File: src/include/cre_pkg.sv
// Package for the control-register, byte-order and alignment block.
package cre_pkg;
   // ********************************************************************
   // Control register selectors (index on the control-register port).
   // ********************************************************************
   localparam logic [3:0] SEL_OS_SCRATCH_0 = 4'h0;
   localparam logic [3:0] SEL_OS_SCRATCH_1 = 4'h1;
   localparam logic [3:0] SEL_OS_SCRATCH_2 = 4'h2;
   localparam logic [3:0] SEL_OS_SCRATCH_3 = 4'h3;
   localparam logic [3:0] SEL_CONCURRENCY_CONFIG = 4'h4;
   localparam logic [3:0] SEL_LOOP_ITERATION_COUNT = 4'h5;
   localparam logic [3:0] SEL_LOOP_CONDITION_FLAGS = 4'h6;
   // ********************************************************************
   // Field positions inside the concurrency configuration register.
   // ********************************************************************
   localparam int CCFG_UNIT_ON_BIT = 0;
   localparam int CCFG_DETACHED_ONLY_BIT = 1;
   localparam int CCFG_BASE_LSB = 13;
   // Field positions inside the loop condition flags register.
   localparam int FLAG_IN_LOOP_BIT = 0;
   localparam int FLAG_NESTED_BIT = 1;
   localparam int FLAG_DETACHED_BIT = 2;
   // Window spans two pages: bits above this are compared with the base.
   localparam int WINDOW_LSB = 13;
   // ********************************************************************
   // Values after reset.
   // ********************************************************************
   localparam logic [31:0] RST_WORD = 32'h0000_0000;
   // Operand sizes of a memory reference.
   typedef enum logic [2:0] {
      CRE_SZ_8, CRE_SZ_16, CRE_SZ_32, CRE_SZ_64, CRE_SZ_128
   } cre_size_e;
   // Loop unit configuration decoded from the two mode bits.
   typedef enum logic [1:0] {
      CRE_MODE_EXTERNAL, CRE_MODE_INTERNAL, CRE_MODE_RESERVED
   } cre_mode_e;
   // Kinds of memory access that pass through address handling.
   typedef enum logic [1:0] {
      CRE_ACC_DATA, CRE_ACC_FETCH, CRE_ACC_PAGE_WALK, CRE_ACC_IO
   } cre_access_e;
   // One memory reference request from the core.
   typedef struct packed {
      logic valid;
      logic [31:0] base;
      logic [31:0] offset;
      cre_size_e size;
      cre_access_e kind;
      logic [63:0] wdata;
   } cre_mem_req_s;
   // One processed memory reference towards memory or the loop unit.
   typedef struct packed {
      logic valid;
      logic [31:0] addr;
      logic to_loop_unit;
      logic trap;
      logic [63:0] wdata;
   } cre_mem_out_s;
endpackage

File: src/rtl/cre_ctrl_endian_align.sv
// Control registers, loop state flags, byte order and alignment checking.
`timescale 1ns/10ps
// ***********************************************************************
// Overview of operation
// - Four scratch registers never affect processor behaviour.
// - Scratch registers readable always, writable only supervisor.
// - Concurrency config writable supervisor only, readable always.
// - Two mode bits select external, internal, reserved.
// - Internal mode redirects two-page window to loop unit.
// - Loop iteration register is a 32-bit counter.
// - In-loop flag set on non-nested start, cleared on serial unless nested and not idle.
// - Nested start copies in-loop into nesting flag.
// - Detached flag always mirrors the internal-only bit.
// - Address sums wrap modulo two to the 32.
// - Little-endian default, big-endian when selected by supervisor.
// - Instruction fetch is always little-endian.
// - Page directory and table reads are little-endian.
// - Byte order also applies to I/O cycles.
// - Misaligned data or I/O reference raises a data-access trap.
// - 128-bit operands need four low address bits zero.
// - 64-bit operands need three low address bits zero.
// - 32-bit needs two, 16-bit needs one zero bit.
// - Privilege level taken from status register user bit.
// - User-level stores to protected registers are ignored.
// ***********************************************************************
module cre_ctrl_endian_align #(
   parameter int ITER_WIDTH = 32
) (
   input wire logic core_clk,
   input wire logic arst_n,
   input wire logic status_user_level,
   input wire logic big_endian_select,
   input wire logic control_reg_load,
   input wire logic control_reg_store,
   input wire logic [3:0] ctrl_sel,
   input wire logic [31:0] ctrl_wdata,
   output logic [31:0] ctrl_rdata,
   input wire logic loop_start,
   input wire logic loop_start_nested,
   input wire logic loop_to_serial,
   input wire logic loop_idle,
   input wire logic iter_advance,
   input wire cre_pkg::cre_mem_req_s mem_req,
   output cre_pkg::cre_mem_out_s mem_out,
   output logic [63:0] load_swap_mask
);
   // Elaboration check: the counter has exactly the documented width.
   if (ITER_WIDTH != 32) begin : g_bad_width
      $error("ITER_WIDTH must be 32");
   end

   // ********************************************************************
   // Register storage.
   // ********************************************************************
   // Scratch words for system software; nothing else reads them.
   logic [31:0] scratch_r [4];
   logic [31:0] ccfg_r; // Concurrency configuration word.
   logic [ITER_WIDTH-1:0] iter_r; // Loop iteration counter.
   logic in_loop_r; // Processor is inside a concurrent loop.
   logic nested_r; // Processor is in the nested state.
   cre_pkg::cre_mem_out_s mem_out_r; // Registered memory reference.
   logic [63:0] swap_r; // Registered byte-lane order hint.

   // ********************************************************************
   // Access decode.
   // ********************************************************************
   // Supervisor level is the clear user bit of the status register.
   wire supervisor = ~status_user_level;
   // Privileged stores from user level are dropped silently.
   wire priv_store = control_reg_store & supervisor;
   wire wr_scratch = priv_store & (ctrl_sel[3:2] == 2'b00);
   wire wr_ccfg = priv_store & (ctrl_sel == cre_pkg::SEL_CONCURRENCY_CONFIG);
   // The loop-unit registers are not protected and take user stores too.
   wire wr_iter = control_reg_store & (ctrl_sel == cre_pkg::SEL_LOOP_ITERATION_COUNT);
   wire wr_flags = control_reg_store & (ctrl_sel == cre_pkg::SEL_LOOP_CONDITION_FLAGS);
   wire unit_on = ccfg_r[cre_pkg::CCFG_UNIT_ON_BIT];
   wire detached_only = ccfg_r[cre_pkg::CCFG_DETACHED_ONLY_BIT];
   // Mode decode looks at both bits together; mixed values are reserved.
   wire cre_pkg::cre_mode_e mode = (unit_on & detached_only) ? cre_pkg::CRE_MODE_INTERNAL :
      (~unit_on & ~detached_only) ? cre_pkg::CRE_MODE_EXTERNAL :
      cre_pkg::CRE_MODE_RESERVED;
   // Flags word: detached bit follows the configuration live.
   wire [31:0] flags_word = {29'h0000_0000, detached_only, nested_r, in_loop_r};

   // Read mux is a plain if chain; scratch contents only ever reach here.
   logic [31:0] rdata_mux;
   always_comb begin
      rdata_mux = cre_pkg::RST_WORD;
      if (ctrl_sel[3:2] == 2'b00) begin
         rdata_mux = scratch_r[ctrl_sel[1:0]];
      end else if (ctrl_sel == cre_pkg::SEL_CONCURRENCY_CONFIG) begin
         rdata_mux = ccfg_r;
      end else if (ctrl_sel == cre_pkg::SEL_LOOP_ITERATION_COUNT) begin
         rdata_mux = iter_r;
      end else if (ctrl_sel == cre_pkg::SEL_LOOP_CONDITION_FLAGS) begin
         rdata_mux = flags_word;
      end
   end
   // Reads are combinational so a load sees the value in the same cycle.
   assign ctrl_rdata = control_reg_load ? rdata_mux : cre_pkg::RST_WORD;

   // ********************************************************************
   // Scratch and configuration registers.
   // ********************************************************************
   // Each scratch word updates only on its own supervisor store.
   for (genvar g = 0; g < 4; g++) begin : g_scratch
      always_ff @(posedge core_clk or negedge arst_n) begin
         if (!arst_n) begin
            scratch_r[g] <= cre_pkg::RST_WORD;
         end else if (wr_scratch && ctrl_sel[1:0] == 2'(g)) begin
            scratch_r[g] <= ctrl_wdata;
         end
      end
   end

   // Configuration word; reset leaves external or no loop unit.
   always_ff @(posedge core_clk or negedge arst_n) begin
      if (!arst_n) begin
         ccfg_r <= cre_pkg::RST_WORD;
      end else if (wr_ccfg) begin
         ccfg_r <= ctrl_wdata;
      end
   end

   // ********************************************************************
   // Loop unit state.
   // ********************************************************************
   // Iteration counter: a store wins, else the loop unit steps it.
   // Wrapping beyond 32 bits is harmless since the upper half is absent.
   always_ff @(posedge core_clk or negedge arst_n) begin
      if (!arst_n) begin
         iter_r <= '0;
      end else if (wr_iter) begin
         iter_r <= ctrl_wdata;
      end else if (iter_advance) begin
         iter_r <= iter_r + 1'b1;
      end
   end

   // Loop flags: hardware events take priority over a direct write,
   // so a loop start in the same cycle as a store is not lost.
   always_ff @(posedge core_clk or negedge arst_n) begin
      if (!arst_n) begin
         in_loop_r <= 1'b0;
         nested_r <= 1'b0;
      end else begin
         if (loop_start && !loop_start_nested) begin
            in_loop_r <= 1'b1;
         end else if (loop_to_serial && (!nested_r || loop_idle)) begin
            in_loop_r <= 1'b0;
         end else if (wr_flags) begin
            in_loop_r <= ctrl_wdata[cre_pkg::FLAG_IN_LOOP_BIT];
         end
         if (loop_start && loop_start_nested) begin
            nested_r <= in_loop_r;
         end else if (wr_flags) begin
            nested_r <= ctrl_wdata[cre_pkg::FLAG_NESTED_BIT];
         end
      end
   end

   // ********************************************************************
   // Address handling.
   // ********************************************************************
   // Sum truncated to 32 bits; the carry out is dropped on purpose.
   wire [31:0] eff_addr = 32'(mem_req.base + mem_req.offset);

   // Alignment mask per operand size, used once below by the misalign check.
   function automatic logic [3:0] align_mask(input cre_pkg::cre_size_e sz);
      case (sz)
         cre_pkg::CRE_SZ_128: align_mask = 4'hf;
         cre_pkg::CRE_SZ_64: align_mask = 4'h7;
         cre_pkg::CRE_SZ_32: align_mask = 4'h3;
         cre_pkg::CRE_SZ_16: align_mask = 4'h1;
         default: align_mask = 4'h0;
      endcase
   endfunction

   wire misaligned = |(eff_addr[3:0] & align_mask(mem_req.size));
   // Only data-side references are subject to the data-access trap.
   wire is_data = (mem_req.kind == cre_pkg::CRE_ACC_DATA) ||
      (mem_req.kind == cre_pkg::CRE_ACC_IO);
   wire data_trap = mem_req.valid & is_data & misaligned;
   // Window match compares all bits above the two-page span.
   wire in_window = eff_addr[31:cre_pkg::WINDOW_LSB] ==
      ccfg_r[31:cre_pkg::CCFG_BASE_LSB];
   wire to_unit = (mode == cre_pkg::CRE_MODE_INTERNAL) & (mem_req.kind == cre_pkg::CRE_ACC_DATA)
      & in_window & ~data_trap;
   // Fetches and page walks ignore the byte-order select.
   wire use_big = big_endian_select & is_data;

   // Byte-lane mask: XOR of the lane index for big-endian, by size.
   wire [2:0] lane_flip = (mem_req.size == cre_pkg::CRE_SZ_8) ? 3'h0 :
      (mem_req.size == cre_pkg::CRE_SZ_16) ? 3'h1 :
      (mem_req.size == cre_pkg::CRE_SZ_32) ? 3'h3 : 3'h7;
   logic [63:0] swap_nxt;
   always_comb begin
      swap_nxt = '0;
      for (int i = 0; i < 8; i++) begin
         swap_nxt[i*8 +: 8] = use_big ? {5'h00, 3'(i) ^ lane_flip} : {5'h00, 3'(i)};
      end
   end

   // Result of the reference is registered, one cycle after the request.
   always_ff @(posedge core_clk or negedge arst_n) begin
      if (!arst_n) begin
         mem_out_r <= '0;
         swap_r <= '0;
      end else begin
         mem_out_r.valid <= mem_req.valid;
         mem_out_r.addr <= eff_addr;
         mem_out_r.to_loop_unit <= mem_req.valid & to_unit;
         mem_out_r.trap <= data_trap;
         mem_out_r.wdata <= mem_req.wdata;
         swap_r <= swap_nxt;
      end
   end
   assign mem_out = mem_out_r;
   assign load_swap_mask = swap_r;

   // ********************************************************************
   // Checks.
   // ********************************************************************
   property p_user_scratch;
      @(posedge core_clk) disable iff (!arst_n)
      (control_reg_store && status_user_level && ctrl_sel == 4'h0) |=> $stable(scratch_r[0]);
   endproperty
   a_user_scratch: assert property (p_user_scratch) else $error("user wrote scratch");
   property p_user_ccfg;
      @(posedge core_clk) disable iff (!arst_n)
      (control_reg_store && status_user_level) |=> $stable(ccfg_r);
   endproperty
   a_user_ccfg: assert property (p_user_ccfg) else $error("user wrote config");
   // Judged at the read port, so a broken read path is caught as well.
   property p_detached;
      @(posedge core_clk) disable iff (!arst_n)
      (control_reg_load && ctrl_sel == cre_pkg::SEL_LOOP_CONDITION_FLAGS) |->
         ctrl_rdata[cre_pkg::FLAG_DETACHED_BIT] == ccfg_r[cre_pkg::CCFG_DETACHED_ONLY_BIT];
   endproperty
   a_detached: assert property (p_detached) else $error("detached flag mismatch");
   property p_loop_set;
      @(posedge core_clk) disable iff (!arst_n)
      (loop_start && !loop_start_nested) |=> in_loop_r;
   endproperty
   a_loop_set: assert property (p_loop_set) else $error("in-loop not set");
   property p_nested_copy;
      @(posedge core_clk) disable iff (!arst_n)
      (loop_start && loop_start_nested) |=> nested_r == $past(in_loop_r);
   endproperty
   a_nested_copy: assert property (p_nested_copy) else $error("nested copy wrong");
   property p_trap_128;
      @(posedge core_clk) disable iff (!arst_n)
      (mem_req.valid && is_data && mem_req.size == cre_pkg::CRE_SZ_128 && eff_addr[3:0] != 4'h0)
      |=> mem_out.trap;
   endproperty
   a_trap_128: assert property (p_trap_128) else $error("128-bit misalign missed");
   property p_trap_32;
      @(posedge core_clk) disable iff (!arst_n)
      (mem_req.valid && is_data && mem_req.size == cre_pkg::CRE_SZ_32)
      |=> mem_out.trap == ($past(eff_addr[1:0]) != 2'b00);
   endproperty
   a_trap_32: assert property (p_trap_32) else $error("32-bit alignment wrong");
   property p_fetch_little;
      @(posedge core_clk) disable iff (!arst_n)
      (mem_req.kind == cre_pkg::CRE_ACC_FETCH) |=> load_swap_mask[15:8] == 8'h01;
   endproperty
   a_fetch_little: assert property (p_fetch_little) else $error("fetch not little");
   property p_wrap;
      @(posedge core_clk) disable iff (!arst_n)
      mem_req.valid |=> mem_out.addr == 32'($past(mem_req.base) + $past(mem_req.offset));
   endproperty
   a_wrap: assert property (p_wrap) else $error("address sum wrong");
endmodule // cre_ctrl_endian_align

File: config.mk
export PLATFORM = sky130hd
export DESIGN_NAME = cre_ctrl_endian_align
export DESIGN_NICKNAME = d
export VERILOG_FILES = /design/src/include/cre_pkg.sv /design/src/rtl/cre_ctrl_endian_align.sv
export SDC_FILE = /design/constraint.sdc
export NUM_CORES = 1
export LEC_CHECK = 0
export BUFFER_PORTS_ARGS = -buffer_cell sky130_fd_sc_hd__buf_4
export CORE_ASPECT_RATIO = 0.7
export CORE_MARGIN = 3
export CORE_UTILIZATION = 58
export DETAILED_ROUTE_END_ITERATION = 6
export PLACE_DENSITY = 0.83
export SLEW_MARGIN = 5
export SYNTH_ARGS = -nofsm -noshare
export SYNTH_HDL_FRONTEND = slang
export SYNTH_SLANG_ARGS = --single-unit
File: constraint.sdc
create_clock -name core_clk -period 6.65 [get_ports core_clk]
set_input_delay 1.33 -clock core_clk [delete_from_list [all_inputs] [get_ports core_clk]]
set_output_delay 1.33 -clock core_clk [all_outputs]
set_load 0.1 [all_outputs]
==> metrics <==
wire length of the first global-routing pass 63820 um; slack of the critical path 1543 ps; P_int 0.003651 W; Synth Instances 1221; async set-or-reset flop fraction in the synthesized netlist 1.000; antenna-violating nets left 0; number of warning messages in the yosys log 0; outcome finished with violations; routed vias 11140; Clock Root Buffer sky130_fd_sc_hd__clkbuf_16; Total Neg Setup Slack 0 ps; Setup crit start kind input pin; worst clock skew 7.328 ps; Data arrival, critical path 3780 ps; most common cell type on the critical path sky130_fd_sc_hd__buf_4; maximum number of pins on one net before global-route repair 134; number of cells on the critical path 7; routed wirelength normalized by instance count 22.09 um; register area share after synthesis 0.5042; combinational fraction of design power 0.312; Post-Route Hold Slack around 500 ps; proportion of power drawn by flip-flops and latches 0.409; CTS H-Tree Depth 1; type of element capturing the critical path primary output; number of primary I/O pins 376; final antenna diode count 0; register-to-register setup slack 3460 ps; number of iterations in the first detailed-routing pass 7; Post-CTS Resized 0; synthesized area 0.01484 sq mm; Hold-fix buffers, CTS 0; Max Cap Viol 0; peak supply drop between 0.0002 and 0.0003 V; die boundary height 139.8 um; Crit-path slowest cell sky130_fd_sc_hd__buf_4; cell leakage power 8.521 nW; cell family contributing the most delay on the critical path buffers and inverters; max-slew violation count 0; fraction of the cycle the final worst path needs 0.7679; start-to-end type of the worst setup path input pin to primary output; core box area around 0.025 sq mm; worst slew margin relative to its limit 0.2686; largest area contributor in the netlist sky130_fd_sc_hd__dfrtp_1; stage delay of the slowest cell on the critical path 590 ps; port buffer count between 300 and 400; Post-Place Worst Slack roughly 1600 ps; drt first-iter violations 1113; average via count per standard cell ~6; violations in the final reports DRC; Reg clk slew, reported paths 60 ps; setup repair after global routing missed its margin false; P_sw ~0.0021 W; achievable frequency 195.8 MHz; Hold Crit Class flop to flop; global-route usage over all layers 0.2950; CTS tree done; Hold Crit Depth 1; total length of routed wires 41200 um; most instantiated cells after synthesis sky130_fd_sc_hd__dfrtp_1, sky130_fd_sc_hd__mux2_2, sky130_fd_sc_hd__nand2_1, sky130_fd_sc_hd__buf_4, sky130_fd_sc_hd__o21ai_0; Std-Cell Rows 48; most common flop cell mapped by yosys sky130_fd_sc_hd__dfrtp_1; signed area change from the synthesized netlist to the final layout 23.14%; final number of setup-violating endpoints 0; Bufs on Longest Clock Path 3; part of the total power dissipated in the clock network 0.280; buffers inserted by post-CTS timing repair 0; largest driver fanout on the critical path 40; distinct cell type count of the synthesized netlist 79; nets ~1700; count of buffer and inverter cells on the critical path 3; shortest clock period the worst path allows after layout just over 5000 ps; mean area per synthesized cell 12.15 sq um; critical path, cell by cell buf_4 -> nor2b_1 -> and3b_1 -> buf_4 -> a222oi_1 -> nor2b_1 -> buf_4; count of flip-flops with a built-in enable after synthesis 0; clock network latency to the later pin of the worst-skew pair 560 ps; slew at the pin closest to its max-slew limit between 1000 and 1500 ps; TritonCTS sink count 299; Filler Cells Inserted 1683; total congestion overflow after global routing 0; synthesized flop and latch total 299; number of buffers created by CTS 29; Crit path required time 5320 ps; most used standard cell by instance count after synthesis sky130_fd_sc_hd__dfrtp_1; power density over the cells 317.0 mW/mm^2; Final Wtd Congestion 0.9254; share of total power consumed by net switching 0.3697; number of global-route vias before repair 11310; worst-case reg-to-reg path depth 9; DRC violation count after routing 2; fraction of final layout cells sized beyond drive strength 1 0.3909; die area 0.02757 sq mm; initial antenna violation count 0; effective utilization at floorplan 0.5954; final count of hold timing violations 0; Post-Route Utilization 0.7331; dpl hpwl 29580 um; die width 197.2 um; top-area cell type share of the netlist area 0.5042; Synth area leaders sky130_fd_sc_hd__dfrtp_1, sky130_fd_sc_hd__mux2_2, sky130_fd_sc_hd__mux4_2
## worst paths after layout
kind                                      startpoint                    endpoint
max                                      ctrl_sel[0]              ctrl_rdata[11]
min                        scratch_r[59]$_DFFE_PN0P_   scratch_r[59]$_DFFE_PN0P_
max reg2reg                    iter_r[0]$_DFFE_PN0P_      iter_r[30]$_DFFE_PN0P_
min in group asynchronous                     arst_n       mem_out[89]$_DFF_PN0_
max in group asynchronous                     arst_n  scratch_r[122]$_DFFE_PN0P_
min reg2reg                scratch_r[59]$_DFFE_PN0P_   scratch_r[59]$_DFFE_PN0P_
## per-stage QoR
step | instances | power (W) | area [sq um]
floorplan | 1260 | 0.003692 | 14990
global placement | 1815 | 0.004133 | 17340
detailed placement | 1815 | 0.004179 | 17340
CTS | 1865 | 0.005807 | 18270
global route | 1865 | 0.006015 | 18270
finish | 1865 | 0.005792 | 18270
## cell usage in the layout, fill, tap and decap left out, drive strengths merged, types with 7 or more instances in the layout
cell      n
a21o     15
a21oi    43
a222oi   29
and2      7
and3     13
buf     346
clkbuf   42
conb     40
dfrtp   299
ha       33
inv      16
mux2    160
mux2i     7
mux4     32
nand2    88
nand3    15
nand4    16
nor2     50
nor2b    39
nor3     15
o21ai    55
xnor2    39
xor2     33
## state kept, by name, indices dropped and copies added (netlist names)
register / flops
scratch_r: 128
mem_out: 99
ccfg_r: 32
iter_r: 32
load_swap_mask: 6
in_loop_r: 1
nested_r: 1
## power groups by stage
| stage | sequential [W] | clock [W] | combinational, W |
|---|---|---|---|
| after floorplan | 0.00279 | 0 | 0.000902 |
| after global placement | 0.00238 | 0 | 0.00176 |
| after detailed placement | 0.00239 | 0 | 0.00179 |
| after CTS | 0.00236 | 0.00164 | 0.00180 |
| after global routing | 0.00240 | 0.00172 | 0.00190 |
| final | 0.00237 | 0.00162 | 0.00181 |
## cell type report
cell class                      instances  area (sq um)  area share
Timing Repair Buffer                  346          2618      0.1432
Sequential cell                       299          7482      0.4095
Inverter                               15         56.30    0.003081
Tap cell                              325         406.6     0.02225
Clock inverter                          8         90.09    0.004930
Clock buffer                           42         844.6     0.04622
Multi-Input combinational cell        830          6775      0.3708
## logic make-up (layout without fill, tap and decap cells)
family / Yosys count / count (layout) / share of synthesized area
AO/OA/AOI/OAI: 202 / 202 / 0.09545
XOR/XNOR: 77 / 77 / 0.05068
adder cells (fa/ha/maj): 34 / 34 / 0.02917
buffers and inverters: 131 / 411 / 0.04975
flip-flops: 299 / 299 / 0.5042
multiplexers: 199 / 199 / 0.1747
other: 1 / 40 / 0.0002527
AND/OR/NAND/NOR: 278 / 278 / 0.09579
## worst register-to-register path, stage by stage, from the launching register on
cell                      delay (ps)
sky130_fd_sc_hd__dfrtp_1         420
sky130_fd_sc_hd__ha_1            210
sky130_fd_sc_hd__nand4_1         180
sky130_fd_sc_hd__nor2_1          250
sky130_fd_sc_hd__nand3_1         350
sky130_fd_sc_hd__nor4_1          950
sky130_fd_sc_hd__and4_1          350
sky130_fd_sc_hd__nand2_1          80
sky130_fd_sc_hd__xor2_1          140
sky130_fd_sc_hd__o21ai_0         170
## routing by layer
metal	vias up	wire length (um)	global-route usage
met5	-	0	0
met4	0	914	0.06597
met3	71	3892	0.06462
met2	584	19470	0.4756
met1	5535	16920	0.4160
li1	4954	-	-
No activity file was read; power rests on OpenSTA's default activity.
